[src/mpc_pkg.sv]
/*
 mpc_pkg: constants and enumerations of the preset counter.
 assumes: a 10 MHz system clock; values are six-digit unsigned integers.
*/
package mpc_pkg;
	// ********************
	// timing
	// ********************
	localparam int CLK_HZ       = 10_000_000;
	localparam int RATE_LO_HZ   = 30;
	localparam int RATE_HI_HZ   = 5000;
	localparam int RATE_LO_CYC  = CLK_HZ / (2 * RATE_LO_HZ);
	localparam int RATE_HI_CYC  = CLK_HZ / (2 * RATE_HI_HZ);
	localparam int RST_LONG_MS  = 20;
	localparam int RST_SHORT_MS = 1;
	localparam int RST_LONG_CYC = (RST_LONG_MS * (CLK_HZ / 1000));
	localparam int RST_SHORT_CYC = (RST_SHORT_MS * (CLK_HZ / 1000));
	localparam int MS_CYC       = CLK_HZ / 1000;
	// ********************
	// values
	// ********************
	localparam int VW = 20;
	localparam logic [19:0] FULL_SCALE = 20'hF423F;
	localparam logic [19:0] ONE_MS     = 20'h00001;
	localparam logic [9:0]  FRAC_ONE   = 10'h3E8;
	// ********************
	// enumerations
	// ********************
	typedef enum logic [2:0] {
		CFG_ONE   = 3'h0,
		CFG_TWO   = 3'h1,
		CFG_TOTAL = 3'h3,
		CFG_BATCH = 3'h2,
		CFG_DUAL  = 3'h6,
		CFG_TACH  = 3'h7
	} mpc_cfg_t;
	typedef enum logic [2:0] {
		IN_UP   = 3'h0,
		IN_DOWN = 3'h1,
		IN_UDA  = 3'h2,
		IN_UDB  = 3'h3,
		IN_UDC  = 3'h4
	} mpc_inmode_t;
	typedef enum logic [3:0] {
		OM_N = 4'h0, OM_F = 4'h1, OM_C = 4'h2, OM_R = 4'h3,
		OM_K1 = 4'h4, OM_P = 4'h5, OM_Q = 4'h6, OM_A = 4'h7,
		OM_K2 = 4'h8, OM_D = 4'h9, OM_L = 4'hA, OM_H = 4'hB
	} mpc_outmode_t;
	typedef enum logic [2:0] {
		KP_ONE = 3'h1, KP_TWO = 3'h2, KP_THREE = 3'h3,
		KP_FOUR = 3'h4, KP_FIVE = 3'h5
	} mpc_kp_t;
endpackage : mpc_pkg

[src/mpc_filter.sv]
/*
 mpc_filter: two-flop synchroniser and level-width filter for one pin.
 assumes: the pin is asynchronous; widths are given in clock cycles.
*/
`timescale 1ns/1ps
module mpc_filter #(
	parameter int LONG_W  = 1000,
	parameter int SHORT_W = 100
) (
	input  wire logic ref_clk_i,
	input  wire logic sys_rst_i,
	input  wire logic pin_i,
	input  wire logic long_i,
	output logic      level_o,
	output logic      rise_o,
	output logic      fall_o
);
	localparam int CW = 18;
	if (LONG_W >= 2**CW || SHORT_W < 1 || LONG_W < 1)
	begin : g_chk
		$error("mpc_filter: width out of range");
	end
	logic          s1_reg, s2_reg;
	logic          lvl_reg, lvl_next;
	logic          rise_reg, rise_next, fall_reg, fall_next;
	logic [CW-1:0] cnt_reg, cnt_next, lim;

	// chatter shorter than the limit never reaches the level
	always_comb
	begin
		lim = long_i ? CW'(LONG_W) : CW'(SHORT_W);
		lvl_next = lvl_reg;
		cnt_next = '0;
		rise_next = 1'b0;
		fall_next = 1'b0;
		if (s2_reg != lvl_reg)
		begin
			cnt_next = cnt_reg + 1'b1;
			if (cnt_next >= lim)
			begin
				lvl_next = s2_reg;
				cnt_next = '0;
				rise_next = s2_reg;
				fall_next = !s2_reg;
			end
		end
	end

	always_ff @(posedge ref_clk_i)
	begin
		if (sys_rst_i)
		begin
			s1_reg <= 1'b0;
			s2_reg <= 1'b0;
			lvl_reg <= 1'b0;
			cnt_reg <= '0;
			rise_reg <= 1'b0;
			fall_reg <= 1'b0;
		end
		else
		begin
			s1_reg <= pin_i;
			s2_reg <= s1_reg;
			lvl_reg <= lvl_next;
			cnt_reg <= cnt_next;
			rise_reg <= rise_next;
			fall_reg <= fall_next;
		end
	end
	assign level_o = lvl_reg;
	assign rise_o = rise_reg;
	assign fall_o = fall_reg;
endmodule : mpc_filter

[src/mpc_oneshot.sv]
/*
 mpc_oneshot: millisecond one-shot timer with its own tick divider.
 assumes: start and clear are single-cycle pulses on the same clock.
*/
`timescale 1ns/1ps
module mpc_oneshot #(
	parameter int MS_CYCLES = 10000
) (
	input  wire logic        ref_clk_i,
	input  wire logic        sys_rst_i,
	input  wire logic        start_i,
	input  wire logic        clear_i,
	input  wire logic [19:0] time_ms_i,
	output logic             done_o
);
	import mpc_pkg::*;
	if (MS_CYCLES < 2 || MS_CYCLES >= 2**16)
	begin : g_chk
		$error("mpc_oneshot: tick count out of range");
	end
	typedef enum logic {OS_IDLE = 1'b0, OS_RUN = 1'b1} mpc_os_t;
	mpc_os_t     st_reg, st_next;
	logic [15:0] tick_reg, tick_next;
	logic [19:0] left_reg, left_next;
	logic        done_reg, done_next;

	always_comb
	begin
		st_next = st_reg;
		tick_next = tick_reg;
		left_next = left_reg;
		done_next = 1'b0;
		case (st_reg)
		OS_IDLE:
		begin
			tick_next = '0;
			left_next = time_ms_i;
			if (start_i && time_ms_i != '0)
				st_next = OS_RUN;
		end
		OS_RUN:
		begin
			tick_next = tick_reg + 1'b1;
			if (tick_reg == 16'(MS_CYCLES - 1))
			begin
				tick_next = '0;
				left_next = left_reg - ONE_MS;
				if (left_reg == ONE_MS)
				begin
					done_next = 1'b1; // [RQ24]
					st_next = OS_IDLE;
				end
			end
			if (clear_i)
			begin
				done_next = 1'b0;
				st_next = OS_IDLE;
			end
		end
		default: st_next = OS_IDLE;
		endcase
	end

	always_ff @(posedge ref_clk_i)
	begin
		if (sys_rst_i)
		begin
			st_reg <= OS_IDLE;
			tick_reg <= '0;
			left_reg <= '0;
			done_reg <= 1'b0;
		end
		else
		begin
			st_reg <= st_next;
			tick_reg <= tick_next;
			left_reg <= left_next;
			done_reg <= done_next;
		end
	end
	assign done_o = done_reg;
endmodule : mpc_oneshot

[src/mpc_counter.sv]
/*
 mpc_counter: multi-configuration preset counter with filtered inputs.
 assumes: field pins are asynchronous; panel keys and settings are
 single-clock signals, keys as one-cycle pulses.
*/
`timescale 1ns/1ps
// Notes on behaviour
// RQ1: outside dual and tachometer, primary reset clears value and outputs (batch output kept), blocks counting
// RQ2: reset lamp lit by primary reset, by secondary alone only in tachometer
// RQ3: dual: primary reset clears and blocks only channel a
// RQ4: one- and two-stage ignore the secondary reset
// RQ5: total: secondary reset clears and holds the total at zero
// RQ6: batch: secondary reset clears batch count and batch output
// RQ7: dual: secondary reset clears and blocks channel b
// RQ8: outside dual and tachometer, input mode decides how the two pulses count
// RQ9: dual: each pulse input counts its own value upward
// RQ10: reset loads zero, or the preset in down mode
// RQ11: outputs act per output mode when the value reaches its preset
// RQ12: twelve output modes exist
// RQ13: tachometer: resets freeze value and outputs, lamp lit, b unused
// RQ14: key protection lamp and five levels gating panel keys
// RQ15: input modes up, down and up/down a, b, c
// RQ16: dual value is sum or difference; difference only in four modes
// RQ17: second one-shot time programmable, only in seven modes
// RQ18: first one-shot in four modes; zero holds, except in K-2
// RQ19: one selectable count rate filters both pulse inputs
// RQ20: one selectable minimum width filters both reset inputs
// RQ21: each pulse is scaled by a prescale factor
// RQ22: batch counts completions, batch output at batch preset
// RQ23: value wraps to zero past full scale
// RQ24: one-shots timed by a millisecond tick from the clock
module mpc_counter #(
	parameter int RATE_LO_W  = mpc_pkg::RATE_LO_CYC,
	parameter int RATE_HI_W  = mpc_pkg::RATE_HI_CYC,
	parameter int RST_LONG_W = mpc_pkg::RST_LONG_CYC,
	parameter int RST_SHRT_W = mpc_pkg::RST_SHORT_CYC,
	parameter int MS_CYCLES  = mpc_pkg::MS_CYC
) (
	input  wire logic                 ref_clk_i,
	input  wire logic                 sys_rst_i,
	input  wire logic                 pulse_in_a_i,
	input  wire logic                 pulse_in_b_i,
	input  wire logic                 reset_first_i,
	input  wire logic                 reset_second_i,
	input  wire mpc_pkg::mpc_cfg_t    config_i,
	input  wire mpc_pkg::mpc_inmode_t in_mode_i,
	input  wire mpc_pkg::mpc_outmode_t out_mode_i,
	input  wire logic                 calc_sub_i,
	input  wire logic                 rate_low_i,
	input  wire logic                 reset_width_long_i,
	input  wire logic [6:0]           prescale_whole_i,
	input  wire logic [9:0]           prescale_frac_i,
	input  wire logic [19:0]          preset_first_i,
	input  wire logic [19:0]          preset_second_i,
	input  wire logic [19:0]          batch_preset_i,
	input  wire logic [19:0]          pulse_time_first_i,
	input  wire logic [19:0]          pulse_time_second_i,
	input  wire logic                 protect_en_i,
	input  wire mpc_pkg::mpc_kp_t     protect_level_i,
	input  wire logic                 key_reset_i,
	input  wire logic                 key_updown_i,
	input  wire logic                 key_display_i,
	input  wire logic                 key_mode_i,
	output logic                      control_out_first_o,
	output logic                      control_out_second_o,
	output logic                      reset_led_o,
	output logic                      protect_led_o,
	output logic [19:0]               present_value_o,
	output logic [19:0]               present_value_b_o,
	output logic signed [21:0]        dual_value_o,
	output logic [19:0]               total_value_o,
	output logic [19:0]               batch_value_o,
	output logic                      key_updown_grant_o,
	output logic                      key_display_grant_o,
	output logic                      key_mode_grant_o
);
	import mpc_pkg::*;

	// ********************
	// helpers
	// ********************
	function automatic logic [19:0] add_w(input logic [19:0] v,
		input logic [7:0] s);
		logic [20:0] sum;
		sum = {1'b0, v} + 21'(s);
		if (sum > {1'b0, FULL_SCALE})
			sum = sum - {1'b0, FULL_SCALE} - 21'h1; // [RQ23]
		return sum[19:0];
	endfunction : add_w

	function automatic logic [19:0] sub_w(input logic [19:0] v,
		input logic [7:0] s);
		logic [20:0] d;
		d = {1'b0, v} - 21'(s);
		if (v < 20'(s))
			d = d + {1'b0, FULL_SCALE} + 21'h1;
		return d[19:0];
	endfunction : sub_w

	// fraction in thousandths carries into the whole step
	function automatic logic [17:0] scale(input logic [9:0] f);
		logic [10:0] fs;
		logic        c;
		fs = {1'b0, f} + {1'b0, prescale_frac_i};
		c = (fs >= {1'b0, FRAC_ONE});
		if (c)
			fs = fs - {1'b0, FRAC_ONE};
		return {({1'b0, prescale_whole_i} + {7'h00, c}), fs[9:0]};
	endfunction : scale

	function automatic logic is_shot2(input mpc_outmode_t m);
		return m inside {OM_C, OM_R, OM_K1, OM_P, OM_Q, OM_A, OM_K2};
	endfunction : is_shot2

	// ********************
	// input conditioning
	// ********************
	logic a_rise, a_fall, b_lvl, b_rise, ra_lvl, rb_lvl;

	mpc_filter #(.LONG_W(RATE_LO_W), .SHORT_W(RATE_HI_W)) u_fa (
		.ref_clk_i(ref_clk_i), .sys_rst_i(sys_rst_i),
		.pin_i(pulse_in_a_i), .long_i(rate_low_i), // [RQ19]
		.level_o(), .rise_o(a_rise), .fall_o(a_fall));
	mpc_filter #(.LONG_W(RATE_LO_W), .SHORT_W(RATE_HI_W)) u_fb (
		.ref_clk_i(ref_clk_i), .sys_rst_i(sys_rst_i),
		.pin_i(pulse_in_b_i), .long_i(rate_low_i), // [RQ19]
		.level_o(b_lvl), .rise_o(b_rise), .fall_o());
	mpc_filter #(.LONG_W(RST_LONG_W), .SHORT_W(RST_SHRT_W)) u_fr1 (
		.ref_clk_i(ref_clk_i), .sys_rst_i(sys_rst_i),
		.pin_i(reset_first_i), .long_i(reset_width_long_i), // [RQ20]
		.level_o(ra_lvl), .rise_o(), .fall_o());
	mpc_filter #(.LONG_W(RST_LONG_W), .SHORT_W(RST_SHRT_W)) u_fr2 (
		.ref_clk_i(ref_clk_i), .sys_rst_i(sys_rst_i),
		.pin_i(reset_second_i), .long_i(reset_width_long_i), // [RQ20]
		.level_o(rb_lvl), .rise_o(), .fall_o());

	// ********************
	// one-shot timers
	// ********************
	logic        go1, go2, sh_clr, done1, done2;
	logic [19:0] t1_eff;

	mpc_oneshot #(.MS_CYCLES(MS_CYCLES)) u_os1 (
		.ref_clk_i(ref_clk_i), .sys_rst_i(sys_rst_i), .start_i(go1),
		.clear_i(sh_clr), .time_ms_i(t1_eff), .done_o(done1));
	mpc_oneshot #(.MS_CYCLES(MS_CYCLES)) u_os2 (
		.ref_clk_i(ref_clk_i), .sys_rst_i(sys_rst_i), .start_i(go2),
		.clear_i(sh_clr), .time_ms_i(pulse_time_second_i),
		.done_o(done2));

	// ********************
	// counting core
	// ********************
	logic [19:0] pv_reg, pv_next, pvb_reg, pvb_next;
	logic [19:0] tot_reg, tot_next, bat_reg, bat_next;
	logic [9:0]  fa_reg, fa_next, fb_reg, fb_next;
	logic signed [21:0] dual_reg, dual_next;
	logic        o1_reg, o1_next, o2_reg, o2_next;
	logic        led_reg, led_next, kpl_reg, kpl_next;
	logic        gud_reg, gud_next, gdi_reg, gdi_next;
	logic        gmo_reg, gmo_next;
	logic        dual_m, tach_m, two_m, bat_m, down_m, kres;
	logic        ev_a, dn_a, hit1, hitf, sh1_en, sh2_en, sub_en;
	logic [17:0] sa, sb;
	logic [19:0] nv, rst_val;

	always_comb
	begin
		dual_m = (config_i == CFG_DUAL);
		tach_m = (config_i == CFG_TACH);
		two_m = (config_i == CFG_TWO);
		bat_m = (config_i == CFG_BATCH);
		down_m = !dual_m && !tach_m && (in_mode_i == IN_DOWN);
		// protection never blocks the lamp, only the keys
		kres = key_reset_i && (!protect_en_i || protect_level_i == KP_ONE
			|| protect_level_i == KP_THREE); // [RQ14]
		gud_next = key_updown_i && (!protect_en_i
			|| protect_level_i == KP_ONE
			|| protect_level_i == KP_TWO); // [RQ14]
		gdi_next = key_display_i && (!protect_en_i
			|| protect_level_i != KP_FIVE); // [RQ14]
		gmo_next = key_mode_i && !protect_en_i; // [RQ14]
		kpl_next = protect_en_i; // [RQ14]
		// count direction from the selected input mode
		ev_a = a_rise; // [RQ8] [RQ15]
		dn_a = 1'b0;
		case (in_mode_i)
		IN_DOWN: dn_a = 1'b1;
		IN_UDA:  dn_a = b_lvl;
		IN_UDB:
		begin
			ev_a = a_rise ^ b_rise;
			dn_a = b_rise;
		end
		IN_UDC:
		begin
			ev_a = a_rise | a_fall;
			dn_a = a_rise ? b_lvl : !b_lvl;
		end
		default: dn_a = 1'b0;
		endcase
		if (dual_m || tach_m)
		begin
			ev_a = a_rise; // [RQ9]
			dn_a = 1'b0;
		end
		sa = scale(fa_reg); // [RQ21]
		sb = scale(fb_reg); // [RQ21]
		nv = dn_a ? sub_w(pv_reg, sa[17:10]) : add_w(pv_reg, sa[17:10]);
		rst_val = down_m ? (two_m ? preset_second_i : preset_first_i)
			: '0; // [RQ10]
		hit1 = ev_a && nv == preset_first_i; // [RQ11]
		hitf = ev_a && (down_m ? nv == '0
			: nv == (two_m ? preset_second_i : preset_first_i)); // [RQ11]
		t1_eff = (out_mode_i == OM_K2 && pulse_time_first_i == '0)
			? ONE_MS : pulse_time_first_i; // [RQ18]
		sh1_en = (out_mode_i inside {OM_D, OM_L, OM_H, OM_K2})
			&& t1_eff != '0; // [RQ18]
		sh2_en = is_shot2(out_mode_i) && pulse_time_second_i != '0; // [RQ17]
		sub_en = calc_sub_i && (out_mode_i inside
			{OM_K2, OM_D, OM_L, OM_H}); // [RQ16] [RQ12]
		led_next = tach_m ? (ra_lvl || rb_lvl) : ra_lvl; // [RQ2] [RQ13]
		pv_next = pv_reg;
		pvb_next = pvb_reg;
		fa_next = fa_reg;
		fb_next = fb_reg;
		tot_next = tot_reg;
		bat_next = bat_reg;
		o1_next = o1_reg;
		o2_next = o2_reg;
		go1 = 1'b0;
		go2 = 1'b0;
		sh_clr = kres || (ra_lvl && !dual_m && !tach_m);
		if (tach_m)
		begin
			if (!(ra_lvl || rb_lvl) && ev_a) // [RQ13]
			begin
				pv_next = nv;
				fa_next = sa[9:0];
				o1_next = o1_reg || hit1;
				o2_next = o2_reg || hit1;
			end
		end
		else if (dual_m)
		begin
			if (ra_lvl)
			begin
				pv_next = '0; // [RQ3]
				fa_next = '0;
			end
			else if (ev_a)
			begin
				pv_next = add_w(pv_reg, sa[17:10]); // [RQ9]
				fa_next = sa[9:0];
			end
			if (rb_lvl)
			begin
				pvb_next = '0; // [RQ7]
				fb_next = '0;
			end
			else if (b_rise)
			begin
				pvb_next = add_w(pvb_reg, sb[17:10]); // [RQ9]
				fb_next = sb[9:0];
			end
		end
		else if (ra_lvl)
		begin
			pv_next = rst_val; // [RQ1] [RQ10]
			fa_next = '0;
			o1_next = 1'b0;
			if (!bat_m)
				o2_next = 1'b0;
		end
		else if (ev_a)
		begin
			pv_next = nv;
			fa_next = sa[9:0];
			if (config_i == CFG_TOTAL)
				tot_next = dn_a ? sub_w(tot_reg, sa[17:10])
					: add_w(tot_reg, sa[17:10]);
			if (hitf)
			begin
				if (is_shot2(out_mode_i))
					pv_next = rst_val; // restart after completion
				if (bat_m)
					bat_next = add_w(bat_reg, 8'h01); // [RQ22]
			end
			if (two_m)
			begin
				o1_next = o1_reg || hit1; // [RQ11]
				go1 = hit1 && sh1_en; // [RQ18]
				o2_next = o2_reg || hitf;
				go2 = hitf && sh2_en; // [RQ17]
			end
			else if (hitf)
			begin
				o1_next = 1'b1; // [RQ11]
				o2_next = bat_m ? o2_reg : 1'b1;
				go2 = sh2_en; // [RQ17]
			end
		end
		if (dual_m)
		begin
			dual_next = sub_en
				? $signed({2'b00, pv_next}) - $signed({2'b00, pvb_next})
				: $signed({2'b00, pv_next}) + $signed({2'b00, pvb_next});
			if ((ev_a || b_rise) && dual_next == $signed({2'b00,
				preset_first_i}))
			begin
				o1_next = 1'b1; // [RQ11] [RQ16]
				o2_next = 1'b1;
				go2 = sh2_en;
			end
		end
		else
			dual_next = dual_reg;
		// one-shot expiry ends the pulse outputs
		if (done1 && two_m)
			o1_next = 1'b0; // [RQ24]
		if (done2)
		begin
			o2_next = bat_m ? o2_next : 1'b0; // [RQ24]
			o1_next = two_m ? o1_next : 1'b0;
		end
		if (config_i == CFG_TOTAL && rb_lvl) // [RQ4]
			tot_next = '0; // [RQ5]
		if (bat_m)
		begin
			if (rb_lvl)
			begin
				bat_next = '0; // [RQ6]
				o2_next = 1'b0;
			end
			else if (batch_preset_i != '0 && bat_next >= batch_preset_i)
				o2_next = 1'b1; // [RQ22]
		end
		// secondary reset has no branch for the stage configurations
		if (kres)
		begin
			pv_next = rst_val;
			pvb_next = '0;
			fa_next = '0;
			fb_next = '0;
			tot_next = '0;
			bat_next = '0;
			dual_next = '0;
			o1_next = 1'b0;
			o2_next = 1'b0;
		end
	end

	always_ff @(posedge ref_clk_i)
	begin
		if (sys_rst_i)
		begin
			pv_reg <= '0;
			pvb_reg <= '0;
			fa_reg <= '0;
			fb_reg <= '0;
			tot_reg <= '0;
			bat_reg <= '0;
			dual_reg <= '0;
			o1_reg <= 1'b0;
			o2_reg <= 1'b0;
			led_reg <= 1'b0;
			kpl_reg <= 1'b0;
			gud_reg <= 1'b0;
			gdi_reg <= 1'b0;
			gmo_reg <= 1'b0;
		end
		else
		begin
			pv_reg <= pv_next;
			pvb_reg <= pvb_next;
			fa_reg <= fa_next;
			fb_reg <= fb_next;
			tot_reg <= tot_next;
			bat_reg <= bat_next;
			dual_reg <= dual_next;
			o1_reg <= o1_next;
			o2_reg <= o2_next;
			led_reg <= led_next;
			kpl_reg <= kpl_next;
			gud_reg <= gud_next;
			gdi_reg <= gdi_next;
			gmo_reg <= gmo_next;
		end
	end

	assign control_out_first_o = o1_reg;
	assign control_out_second_o = o2_reg;
	assign reset_led_o = led_reg;
	assign protect_led_o = kpl_reg;
	assign present_value_o = pv_reg;
	assign present_value_b_o = pvb_reg;
	assign dual_value_o = dual_reg;
	assign total_value_o = tot_reg;
	assign batch_value_o = bat_reg;
	assign key_updown_grant_o = gud_reg;
	assign key_display_grant_o = gdi_reg;
	assign key_mode_grant_o = gmo_reg;
endmodule : mpc_counter

[config.mk]
export PLATFORM = sky130hd
export DESIGN_NAME = mpc_counter
export DESIGN_NICKNAME = d
export VERILOG_FILES = /design/src/mpc_pkg.sv /design/src/mpc_filter.sv /design/src/mpc_oneshot.sv /design/src/mpc_counter.sv
export SDC_FILE = /design/constraint.sdc
export NUM_CORES = 1
export LEC_CHECK = 0
export BUFFER_PORTS_ARGS = -buffer_cell sky130_fd_sc_hd__buf_2
export CORE_ASPECT_RATIO = 0.7
export CORE_MARGIN = 2
export CORE_UTILIZATION = 30
export DETAILED_ROUTE_END_ITERATION = 6
export GPL_TIMING_DRIVEN = 1
export HOLD_SLACK_MARGIN = 0.1
export PLACE_DENSITY_LB_ADDON = 0.1
export SLEW_MARGIN = 10
export SYNTH_ARGS = -nofsm -noshare
export SYNTH_HDL_FRONTEND = slang
export SYNTH_HIERARCHICAL = 1
export SYNTH_SLANG_ARGS = --single-unit
[constraint.sdc]
create_clock -name ref_clk_i -period 11.71 [get_ports ref_clk_i]
set_input_delay 1.171 -clock ref_clk_i [delete_from_list [all_inputs] [get_ports ref_clk_i]]
set_output_delay 1.171 -clock ref_clk_i [all_outputs]
set_load 0.02 [all_outputs]
* Yosys cells after proc, flatten, opt, wreduce, memory -nomap -nowiden
Index checks and enable logic that the tools add are counted.
** Word-level totals
- Flip-flop bits (word level) :: 292
- Input port bits :: 144
- Output and inout bits :: 109
- Logic and storage cells :: 318
** Operators by class
- $add $sub $neg :: 34
- Order comparisons :: 13
- Eq/ne operators :: 37
- Muxes and demuxes :: 112
- Bitwise logic cells :: 15
- Reduce and logical (&&, ||, !) cells :: 66
** Operator list (number)
- 2-to-1 mux 20 bit :: 35
- subtractor 20 x 1 -> 20 bit, second input constant :: 6
- greater-than comparator 21 x 20 -> 1 bit, second input constant :: 4
- 2-to-1 mux 10 bit :: 8
- one-hot mux 20 bit (2 select lines) :: 2
- subtractor 20 bit, second input constant :: 4
- adder 18 x 1 -> 18 bit, second input constant :: 4
- greater-or-equal comparator 18 bit :: 4
- one-hot mux 16 bit (2 select lines) :: 2
- adder 20 x 8 -> 21 bit :: 3
- nonzero test 20 bit :: 3
- 2-to-1 mux 1 bit :: 56
- adder 20 x 1 -> 20 bit, second input constant :: 2
- adder 20 bit, second input constant :: 2
- equality test 20 x 1 -> 1 bit, second input constant :: 2
- equality test 20 bit :: 2
- zero test 20 bit :: 2
- less-than comparator 20 x 8 -> 1 bit :: 2
- subtractor 20 x 8 -> 20 bit :: 2
- 2-to-1 mux 18 bit :: 2
- adder 16 x 1 -> 16 bit, second input constant :: 2
- equality test 16 x 14 -> 1 bit, second input constant :: 2
- 2-to-1 mux 16 bit :: 2
- logical AND 1 bit :: 23
- 37 further kinds :: 101

* Logic depth before layout (Yosys ltp)
Gate-level depths: netlist (run 1).
- Word-level depth :: 27
- Mapped depth :: 59

* Cells and area by module
The synthesis (run 1) kept the hierarchy.
** By module, submodules not included
- mpc_counter :: times used 1, cells each 2663, area an instance 18851.8 um2, seq. area each 2582.5 um2
- mpc_filter at u_fr1 ... :: times used 2, cells each 147, area an instance 1362.6 um2, seq. area each 460.4 um2
- mpc_filter at u_fa ... :: times used 2, cells each 138, area an instance 1267.5 um2, seq. area each 460.4 um2
- mpc_oneshot at u_os2 :: times used 1, cells each 276, area an instance 2222.1 um2, seq. area each 760.7 um2
- mpc_oneshot at u_os1 :: times used 1, cells each 256, area an instance 2133.3 um2, seq. area each 760.7 um2

* Least setup slack after synthesis (run 1)
OpenSTA, ideal clock, no wires.
- Path type :: input port to flip-flop
- From :: in prescale_frac_i[0]
- To :: reg o2_reg, in the netlist control_out_second_o
- Data arrival time :: 12.011 ns
- Required time :: 11.618 ns
- Slack :: -0.393 ns
- Cell stages on the path :: 49
- Buffers on the path :: 1
- Cell sequence :: ha_1 -> inv_1 -> fa_1 -> nor2b_1 -> o21ai_0 -> a21oi_1 -> o21ai_0 -> a21boi_0 -> o21ai_0 -> nand2b_1 -> xor2_1 -> and3_1 -> a311oi_1 -> inv_1 -> ha_1 -> ha_1 -> fa_1 -> a211o_1 -> [13 not listed] -> o221ai_1 -> a31o_2 -> fa_1 -> nor2b_1 -> o21a_1 -> o21bai_1 -> a21oi_1 -> o211ai_1 -> a21oi_1 -> o31ai_1 -> xor2_1 -> nor2_1 -> or4_1 -> nor4b_1 -> nand4_1 -> o32ai_1 -> nor3_1 -> o32ai_1
** Between the ends
- Cells in the longest elaborated chain, start to end :: 27
- Elaborated cells on any way between the ends :: 69
- Classes of those cells :: add/sub (15); order compare (6); eq/ne (3); mux (38); reduce/logical (7)
** RTL lines
- start: declaration :: RTL line mpc_counter.sv:52 : input wire logic [9:0] prescale_frac_i,
- adder 10 x 10 -> 11 bit :: RTL line mpc_counter.sv:104 : fs = {1'b0, f} + {1'b0, prescale_frac_i};
- greater-or-equal comparator 11 x 10 -> 1 bit :: RTL line mpc_counter.sv:105 : c = (fs >= {1'b0, FRAC_ONE});
- adder 7 x 1 -> 8 bit :: RTL line mpc_counter.sv:108 : return {({1'b0, prescale_whole_i} + {7'h00, c}), fs[9:0]};
- adder 20 x 8 -> 21 bit / subtractor 20 x 8 -> 20 bit (equally long branches) :: RTL line mpc_counter.sv:85, mpc_counter.sv:94
- subtractor 20 bit / adder 20 bit (equally long branches) :: RTL line mpc_counter.sv:87, mpc_counter.sv:96
- subtractor 20 x 1 -> 20 bit / adder 20 x 1 -> 20 bit (equally long branches) :: RTL line mpc_counter.sv:87, mpc_counter.sv:96
- 2-to-1 mux 20 bit (on tied branches) :: RTL line mpc_counter.sv:86, mpc_counter.sv:95
- 2-to-1 mux 20 bit :: RTL line mpc_counter.sv:209 : nv = dn_a ? sub_w(pv_reg, sa[17:10]) : add_w(pv_reg, sa[17:10]);
- [11 not listed]
- logical AND 1 bit :: RTL line mpc_counter.sv:308 : if ((ev_a || b_rise) && dual_next == $signed({2'b00,
- 2-to-1 mux 1 bit :: RTL line mpc_counter.sv:308
- 2-to-1 mux 1 bit :: RTL line mpc_counter.sv:303 : if (dual_m)
- 2-to-1 mux 1 bit :: RTL line mpc_counter.sv:323 : o2_next = bat_m ? o2_next : 1'b0;
- 2-to-1 mux 1 bit :: RTL line mpc_counter.sv:321 : if (done2)
- 2-to-1 mux 1 bit :: RTL line mpc_counter.sv:335 : else if (batch_preset_i != '0 && bat_next >= batch_preset_i)
- 2-to-1 mux 1 bit :: RTL line mpc_counter.sv:330 : if (rb_lvl)
- 2-to-1 mux 1 bit * :: RTL line mpc_counter.sv:328 : if (bat_m)
- end signal: assignment :: RTL line mpc_counter.sv:382 : o2_reg <= o2_next;
- end: declaration :: RTL line mpc_counter.sv:158 : logic o1_reg, o1_next, o2_reg, o2_next;
Every way passes the cells marked *; elsewhere a longest branch is shown, timed or not.
A chain may end at the register's enable or synchronous reset.

* Worst setup path in the final report (run 1)
- From :: in prescale_frac_i[1]
- To :: reg o2_reg, in the netlist control_out_second_o
Same word-level chain as after synthesis.

==> results of run 1 <==
layer usage:
metal / vias to the layer above / track usage / share of wire
li1: 15000 / - / -
met1: 14600 / 0.385 / 0.53
met2: 1013 / 0.320 / 0.38
met3: 103 / 0.0387 / 0.075
met4: 4 / 0.0394 / 0.013
met5: - / 0 / 0.00020
worst max-delay path by stage:
stage / slack [ns] / cells past startpoint / to / start
after floorplan: 0.02 / 50 / control_out_second_o / prescale_frac_i[0]
after global placement: -1.26 / 56 / control_out_second_o / prescale_frac_i[0]
after detailed placement: -1.20 / 56 / control_out_second_o / prescale_frac_i[0]
after CTS: 0.009 / 56 / control_out_second_o / prescale_frac_i[0]
after global routing: -0.11 / 58 / control_out_second_o / prescale_frac_i[0]
final: 0.29 / 53 / control_out_second_o / prescale_frac_i[1]
per-stage QoR:
| stage | setup TNS [ns] | util | setup slack [ns] | hold WS (ns) | total power, W |
|---|---|---|---|---|---|
| CTS | 0 | 0.383 | 0.00942 | 0.439 | 0.00345 |
| global route | -0.177 | 0.397 | -0.105 | 0.467 | 0.00369 |
| detailed placement | -5.14 | 0.365 | -1.20 | 0.428 | 0.00211 |
| finish | 0 | 0.397 | 0.289 | 0.437 | 0.00353 |
| global placement | -5.76 | 0.365 | -1.26 | 0.417 | 0.00212 |
| floorplan | 0 | - | 0.0213 | 0.414 | 0.00160 |
where the power goes:
part           internal [W]  switching [W]
logic              0.000529       0.000674
clock network      0.000749       0.000538
registers           0.00101      0.0000244
critical path, delay by kind of cell:
family | cells | cell delay, ns
AO/OA/AOI/OAI | 19 | 3.69
XOR/XNOR | 5 | 0.77
adder cells (fa/ha/maj) | 5 | 1.13
buffers and inverters | 8 | 1.14
multiplexers | 2 | 0.39
AND/OR/NAND/NOR | 14 | 3.62
area by class of cell:
| type | count | area share |
|---|---|---|
| diodes | 3 | 0.000202 |
| flip-flops and latches | 292 | 0.157 |
| inverters | 186 | 0.0188 |
| clock buffers | 50 | 0.0300 |
| clock inverters | 20 | 0.00649 |
| repair buffers | 788 | 0.144 |
| well taps | 1248 | 0.0419 |
| multi-input cells | 3082 | 0.601 |
timing repair:
| item | CTS | global route |
|---|---|---|
| gates cloned | 0 | 0 |
| pin swaps | 32 | 118 |
| hold endpoints to repair | 0 | 0 |
| gates resized for setup | 52 | 220 |
| buffers inserted | 14 | 25 |
| setup endpoints to repair | 3 | 8 |
==> impl_metrics.yaml, run 1 <==
place:
  gp_congestion: 0.950
  dp_hpwl_um: 93900
  numPortBuffers: 252
  dp.cells: 5560
  dpl_cell_area_mm2: 0.0342
worst_setup_path:
  r2r_cells: 54
  worst_setup_path_start_kind: "input pin"
  cp_data_required_time_ns: 12.21
  rrSetupSlack_ns: 0.53
  regToRegStartpoint: "fa_reg[0]"
  cp.arrival_ns: 11.92
  worstSetupEndpointType: "register"
  worstReg2RegEnd: "control_out_second_o"
  path_max_fanout: 5
  critPathSlowestCell: "or4b_4"
  critPathKind: "input pin to register"
  max_stage_delay_ns: 0.61
cts:
  cts.sinks: 292
  root_buffer: "clkbuf_16"
  numCtsBuffers: 39
  cts_tree: "built"
  hold_buffers: 0
  cts_buffer_depth: 3
  path_clk_slew_ns: 0.05
  insertion_delay_ns: 0.61
  cts-htree-levels: 2
floorplan:
  die_w_um: 371
  initial_core_util: 0.302
  die_h_um: 261
  core-area_mm2: 0.0937
  std_cell_rows: 94
  ios: 253
  die-area_mm2: 0.0970
finish:
  multi_input_area_mm2: 0.0224
  seqCellArea_mm2: 0.00585
  layout_commonest_cell: "buf_4"
  final_area_mm2: 0.0372
  fillers: 9833
  largest_reg_flops: 22
  area_delta_synth_final_pct: 31.4
  drive_above_1_share: 0.274
  layout_common_cells: "buf_4 (525), nor2_1 (396), nand2_1 (311)"
  layout.nets: 4712
  final_cells: 5669
drt:
  via_count: 30800
  totalWireLength_um: 120000
  avgRoutedWirePerCell_um: 21.1
  drt-initial-drc-count: 2932
  ant_nets: 0
  vias_per_cell: 5.43
  drtPass1Iterations: 6
  drc_errors: 0
worst_hold_path:
  min_from: "u_fr2/s1_reg"
  hold_path_end: "u_fr2/s2_reg"
  hold_path_class: "register to register"
  hold_depth: 1
yosys:
  syn_avg_cell_area_um2: 7.54
  synth_cells: 3755
  netlist_area_mm2: 0.0283
  yosysWarnings: 6
  synth.net_count: 4078
timing:
  relSlewSlack: 0.156
  timing_hold_violations_final: 0
  layout_min_cycle_time_ns: 11.42
  tightest_slew_ns: 1.25
  rsz0062_at_grt: "yes"
  slew_viol_final: 0
  setup_violations: 0
  max_freq_mhz: 87.6
  finalClockSkew_ns: 0.0340
  fin_crit_sh: 0.975
flow_run:
  maxCapViolCount: 0
global_routing:
  grt_pass1_vias: 28200
  track_usage: 0.237
  grt_pass1_wl_um: 178000
  gr-total-overflow: 0
  antenna_found_initial: 5
  grt_max_degree: 61
power:
  powerDensity_mw_per_mm2: 94.7
  ir_drop_mv: 0.0679
  cellLeakagePower_nw: 15.1
run_status:
  status: "completed"
Power figures use the tool's default switching activity.
==> inputs of run 2 (changes only) <==
Settings changed: ABC_AREA from default to 1.
==> impl_metrics.yaml, run 2 <==
worst_hold_path:
  min_from: "u_fa/s1_reg"
  hold_path_class: "register to register"
finish:
  layout_commonest_cell: "nand2_1"
  layout_common_cells: "nand2_1 (1189), inv_1 (651), nor2_1 (525)"
  multi_input_area_mm2: 0.0191
  final_cells: 6184
  final_area_mm2: 0.0326
  layout.nets: 5237
  largest_reg_flops: 22
  area_delta_synth_final_pct: 15.8
  seqCellArea_mm2: 0.00585
  fillers: 10400
  drive_above_1_share: 0.141
drt:
  avgRoutedWirePerCell_um: 17.4
  highest_layer: "met5"
  via_count: 29700
  dr_wl_met2_um: 40700
  met3_length_um: 9790
  vias_per_cell: 4.81
  drc_errors: 0
  totalWireLength_um: 108000
  drt-initial-drc-count: 2794
  wl_met1_um: 55500
  ant_nets: 0
  drtPass1Iterations: 6
power:
  p_seq_frac: 0.321
  sw_frac_of_total: 0.346
  pwr-share-comb: 0.255
  p_sw_w: 0.00114
  internal-power_w: 0.00215
  cellLeakagePower_nw: 15.9
  clockPowerShare: 0.424
  powerDensity_mw_per_mm2: 101
  ir_drop_mv: 0.0893
worst_setup_path:
  cp-endpoint: "u_os2/st_reg"
  worstReg2RegEnd: "u_os2/st_reg"
  worstSetupStartpoint: "prescale_frac_i[0]"
  r2r_cells: 64
  worstSetupEndpointType: "register"
  cp.arrival_ns: 11.36
  critPathKind: "input pin to register"
  cp_data_required_time_ns: 12.25
  worst_setup_path_start_kind: "input pin"
  critPathSlowestCell: "fa_1"
  regToRegStartpoint: "fa_reg[0]"
  rrSetupSlack_ns: 1.23
  max_stage_delay_ns: 0.41
  path_max_fanout: 6
  cpMostUsedCell: "nand2_1"
timing:
  relSlewSlack: 0.336
  finalClockSkew_ns: 0.0180
  worst_slack_ns: 0.884
  max_freq_mhz: 92.4
  layout_min_cycle_time_ns: 10.83
  rsz0062_at_grt: "no"
  timing_hold_violations_final: 0
  slew_viol_final: 0
  setup_violations: 0
  tightest_slew_ns: 0.993
  fin_crit_sh: 0.925
floorplan:
  core-area_mm2: 0.0924
  die-area_mm2: 0.0963
  die_h_um: 260
  initial_core_util: 0.304
  ios: 253
  die_w_um: 370
  std_cell_rows: 93
cts:
  cts.sinks: 292
  insertion_delay_ns: 0.61
  cts_buffer_depth: 3
  cts-htree-levels: 2
  cts_tree: "built"
  numCtsBuffers: 40
  root_buffer: "clkbuf_16"
  path_clk_slew_ns: 0.06
  hold_buffers: 0
yosys:
  synth_cells: 4660
  synth.net_count: 4983
  syn_avg_cell_area_um2: 6.04
  yosysWarnings: 6
  netlist_area_mm2: 0.0281
run_status:
  status: "completed"
place:
  gp_congestion: 0.927
  place_ws_ns: -0.171
  dp.cells: 6104
  dpl_cell_area_mm2: 0.0310
  dp_hpwl_um: 86200
  numPortBuffers: 252
global_routing:
  grt_pass1_vias: 27100
  antenna_found_initial: 11
  gr-total-overflow: 0
  grt_max_degree: 57
  track_usage: 0.218
  grt_pass1_wl_um: 164000
flow_run:
  maxCapViolCount: 0
[run 2: worst min-delay path by stage]
stage | endpoint | cells after the start | slack (ns)
after floorplan | u_fa/s2_reg | 2 | 0.39
after global placement | u_fb/s2_reg | 2 | 0.39
after detailed placement | u_fb/s2_reg | 2 | 0.40
after CTS | u_fa/s2_reg | 2 | 0.41
after global routing | u_fr2/s2_reg | 2 | 0.44
final | u_fa/s2_reg | 2 | 0.41
[run 2: final cells by class]
| class | count | share of cell area |
|---|---|---|
| antenna | 6 | 0.000461 |
| clock buffer | 53 | 0.0344 |
| clock inverter | 18 | 0.0103 |
| inverter | 692 | 0.0800 |
| multi-input combinational | 3533 | 0.585 |
| sequential | 292 | 0.179 |
| tap | 1235 | 0.0474 |
| timing repair buffer | 355 | 0.0629 |
[run 2: what timing repair did]
item | 4_1_cts | 5_1_grt
endpoints found under the setup margin | 0 | 3
resized for setup | 0 | 25
buffers inserted | 0 | 3
[run 2: layer usage]
metal  GRT usage  vias to the layer above
met3      0.0626                       97
met1       0.334                    13400
met2       0.292                      798
li1            -                    15400
met4      0.0491                        2
met5           0                        -
[run 2: power by group through the flow]
stage | Combinational, W | Clock (W) | Sequential (W)
detailed placement | 0.000810 | 0 | 0.00107
global route | 0.000933 | 0.00147 | 0.00106
CTS | 0.000815 | 0.00144 | 0.00105
finish | 0.000837 | 0.00140 | 0.00105
global placement | 0.000821 | 0 | 0.00108
floorplan | 0.000509 | 0 | 0.00107
[run 2: worst max-delay path: cells and delay by family]
kind / cells / cell delay [ns]
AO/OA/AOI/OAI: 12 / 2.23
XOR/XNOR: 4 / 1.00
adder cells (fa/ha/maj): 6 / 1.70
buffers and inverters: 11 / 1.40
AND/OR/NAND/NOR: 32 / 3.84
[run 2: through the flow]
step	hold slack, ns	utilization	power [W]	TNS [ns]
2_1_floorplan	0.388	-	0.00158	0
3_3_place_gp	0.393	0.335	0.00190	0
3_5_place_dp	0.398	0.335	0.00188	-0.207
4_1_cts	0.412	0.351	0.00331	0
5_1_grt	0.436	0.352	0.00346	0
6_report	0.411	0.353	0.00329	0
==> inputs of run 3 (changes only) <==
Clock period 11.71 ns to 10 ns, I/O delays scaled along.
==> impl_metrics.yaml, run 3 (same netlist as run 2, synthesis figures left out) <==
run_status:
  status: "finished, violations left"
  violations: "design-rule violations"
drt:
  ant_nets: 0
  drtPass1Iterations: 7
  drc_errors: 5
  via_count: 31000
  avgRoutedWirePerCell_um: 17.1
  vias_per_cell: 4.74
  totalWireLength_um: 112000
  drt-initial-drc-count: 2689
cts:
  path_clk_slew_ns: 0.06
  cts_buffer_depth: 3
  cts_tree: "built"
  insertion_delay_ns: 0.60
  cts-htree-levels: 2
  root_buffer: "clkbuf_16"
  numCtsBuffers: 39
  cts.sinks: 292
global_routing:
  grt_use_met1: 0.343
  grt_pass1_wl_um: 169000
  grt_use_met3: 0.0572
  antenna_found_initial: 6
  grt_pass1_vias: 28400
  top_usage_layer: "met1"
  grt_util_met2: 0.316
  gr-total-overflow: 0
  track_usage: 0.225
  grt_max_degree: 58
timing:
  max_freq_mhz: 101
  hold_ws_ns: 0.403
  rsz0062_at_grt: "yes"
  relSlewSlack: 0.242
  layout_min_cycle_time_ns: 9.92
  timing_hold_violations_final: 0
  setup_violations: 0
  tightest_slew_ns: 1.14
  fin_crit_sh: 0.992
  worst_slack_ns: 0.0791
  finalClockSkew_ns: 0.0186
  slew_viol_final: 0
worst_setup_path:
  path_max_fanout: 7
  worstSetupEndpointType: "register"
  rrSetupSlack_ns: 0.16
  critPathSlowestCell: "fa_2"
  worst_setup_path_start_kind: "input pin"
  max_stage_delay_ns: 0.37
  worstReg2RegEnd: "u_os2/st_reg"
  regToRegStartpoint: "fa_reg[0]"
  cp_data_required_time_ns: 10.52
  r2r_cells: 77
  critPathKind: "input pin to register"
  cpMostUsedCell: "nand2_1"
  cp.arrival_ns: 10.44
floorplan:
  core-area_mm2: 0.0924
  std_cell_rows: 93
  ios: 253
  die_w_um: 370
  die_h_um: 260
  die-area_mm2: 0.0963
  initial_core_util: 0.304
finish:
  largest_reg_flops: 22
  utilization: 0.395
  area_delta_synth_final_pct: 29.6
  drive_above_1_share: 0.242
  layout_commonest_cell: "nand2_1"
  final_area_mm2: 0.0365
  layout_common_cells: "nand2_1 (1104), inv_1 (634), nor2_1 (501)"
  layout.nets: 5609
  fillers: 10200
power:
  p_seq_frac: 0.310
  ir_drop_mv: 0.105
  powerDensity_mw_per_mm2: 109
  p_sw_w: 0.00143
  sw_frac_of_total: 0.358
  clockPowerShare: 0.357
  internal-power_w: 0.00256
  cellLeakagePower_nw: 17.8
  pwr-share-comb: 0.333
flow_run:
  maxCapViolCount: 0
worst_hold_path:
  hold_path_end: "u_fa/s2_reg"
  min_from: "u_fa/s1_reg"
  hold_path_class: "register to register"
  hold_depth: 2
place:
  dpl_cell_area_mm2: 0.0332
  place_ws_ns: -1.46
  dp_hpwl_um: 87900
  numPortBuffers: 252
  gp_congestion: 0.922
run 3: cell count changes in the layout (fill, tap and decap cells not counted), sizes merged:
cell,before,now
clkbuf,53,64
nand2,1249,1250
clkinv,13,7
buf,355,726
nand3,358,359
diode,6,1
bufinv,8,1
inv,688,691
run 3: area by class of cell:
class                      instances  area, µm²  area share
antenna                            1       2.50   0.0000686
inverter                         692       2620      0.0719
clock buffer                      64       1130      0.0310
tap                             1235       1550      0.0424
multi-input combinational       3535      20300       0.556
timing repair buffer             726       4940       0.135
sequential                       292       5850       0.160
clock inverter                     8        105     0.00288
run 3: worst max-delay path by stage:
stage	from	endpoint	slack, ns	depth (start not counted)
floorplan	prescale_frac_i[0]	u_os2/st_reg	0.25	69
global placement	prescale_frac_i[0]	u_os2/st_reg	-1.25	71
detailed placement	prescale_frac_i[0]	u_os2/st_reg	-1.46	70
CTS	prescale_frac_i[0]	control_out_second_o	-0.05	77
global route	prescale_frac_i[3]	u_os2/st_reg	-0.61	76
finish	prescale_frac_i[0]	u_os2/st_reg	0.08	78
run 3: through the flow:
stage | total power (W) | std cells | setup TNS (ns)
detailed placement | 0.00238 | 6403 | -9.71
CTS | 0.00389 | 6518 | -0.116
floorplan | 0.00184 | 4660 | 0
global placement | 0.00240 | 6403 | -7.46
global route | 0.00420 | 6553 | -1.87
finish | 0.00398 | 6553 | 0
run 3: power by group through the flow:
stage,sequential (W),combinational [W],clock (W)
CTS,0.00123,0.00118,0.00148
global placement,0.00126,0.00114,0
detailed placement,0.00126,0.00113,0
global route,0.00124,0.00145,0.00151
floorplan,0.00125,0.000596,0
finish,0.00124,0.00132,0.00142
run 3: timing repair:
item | in CTS | in global routing
cloned | 2 | 0
setup endpoints to repair | 8 | 14
hold buffers | 0 | 0
buffers inserted | 41 | 48
gates resized for setup | 55 | 327
pin swaps | 27 | 139
run 3: layer usage:
metal / vias up / routed length (µm)
met1: 14000 / 57400
met5: - / 26
met2: 825 / 44100
li1: 16200 / -
met4: 4 / 1440
met3: 96 / 9310
run 3: worst max-delay path: cells and delay by family:
kind	cells	cell delay [ns]
buf+inv	13	1.29
compound gates	16	2.38
simple gates	39	3.67
xor+xnor	4	0.72
fa+ha+maj	6	1.37
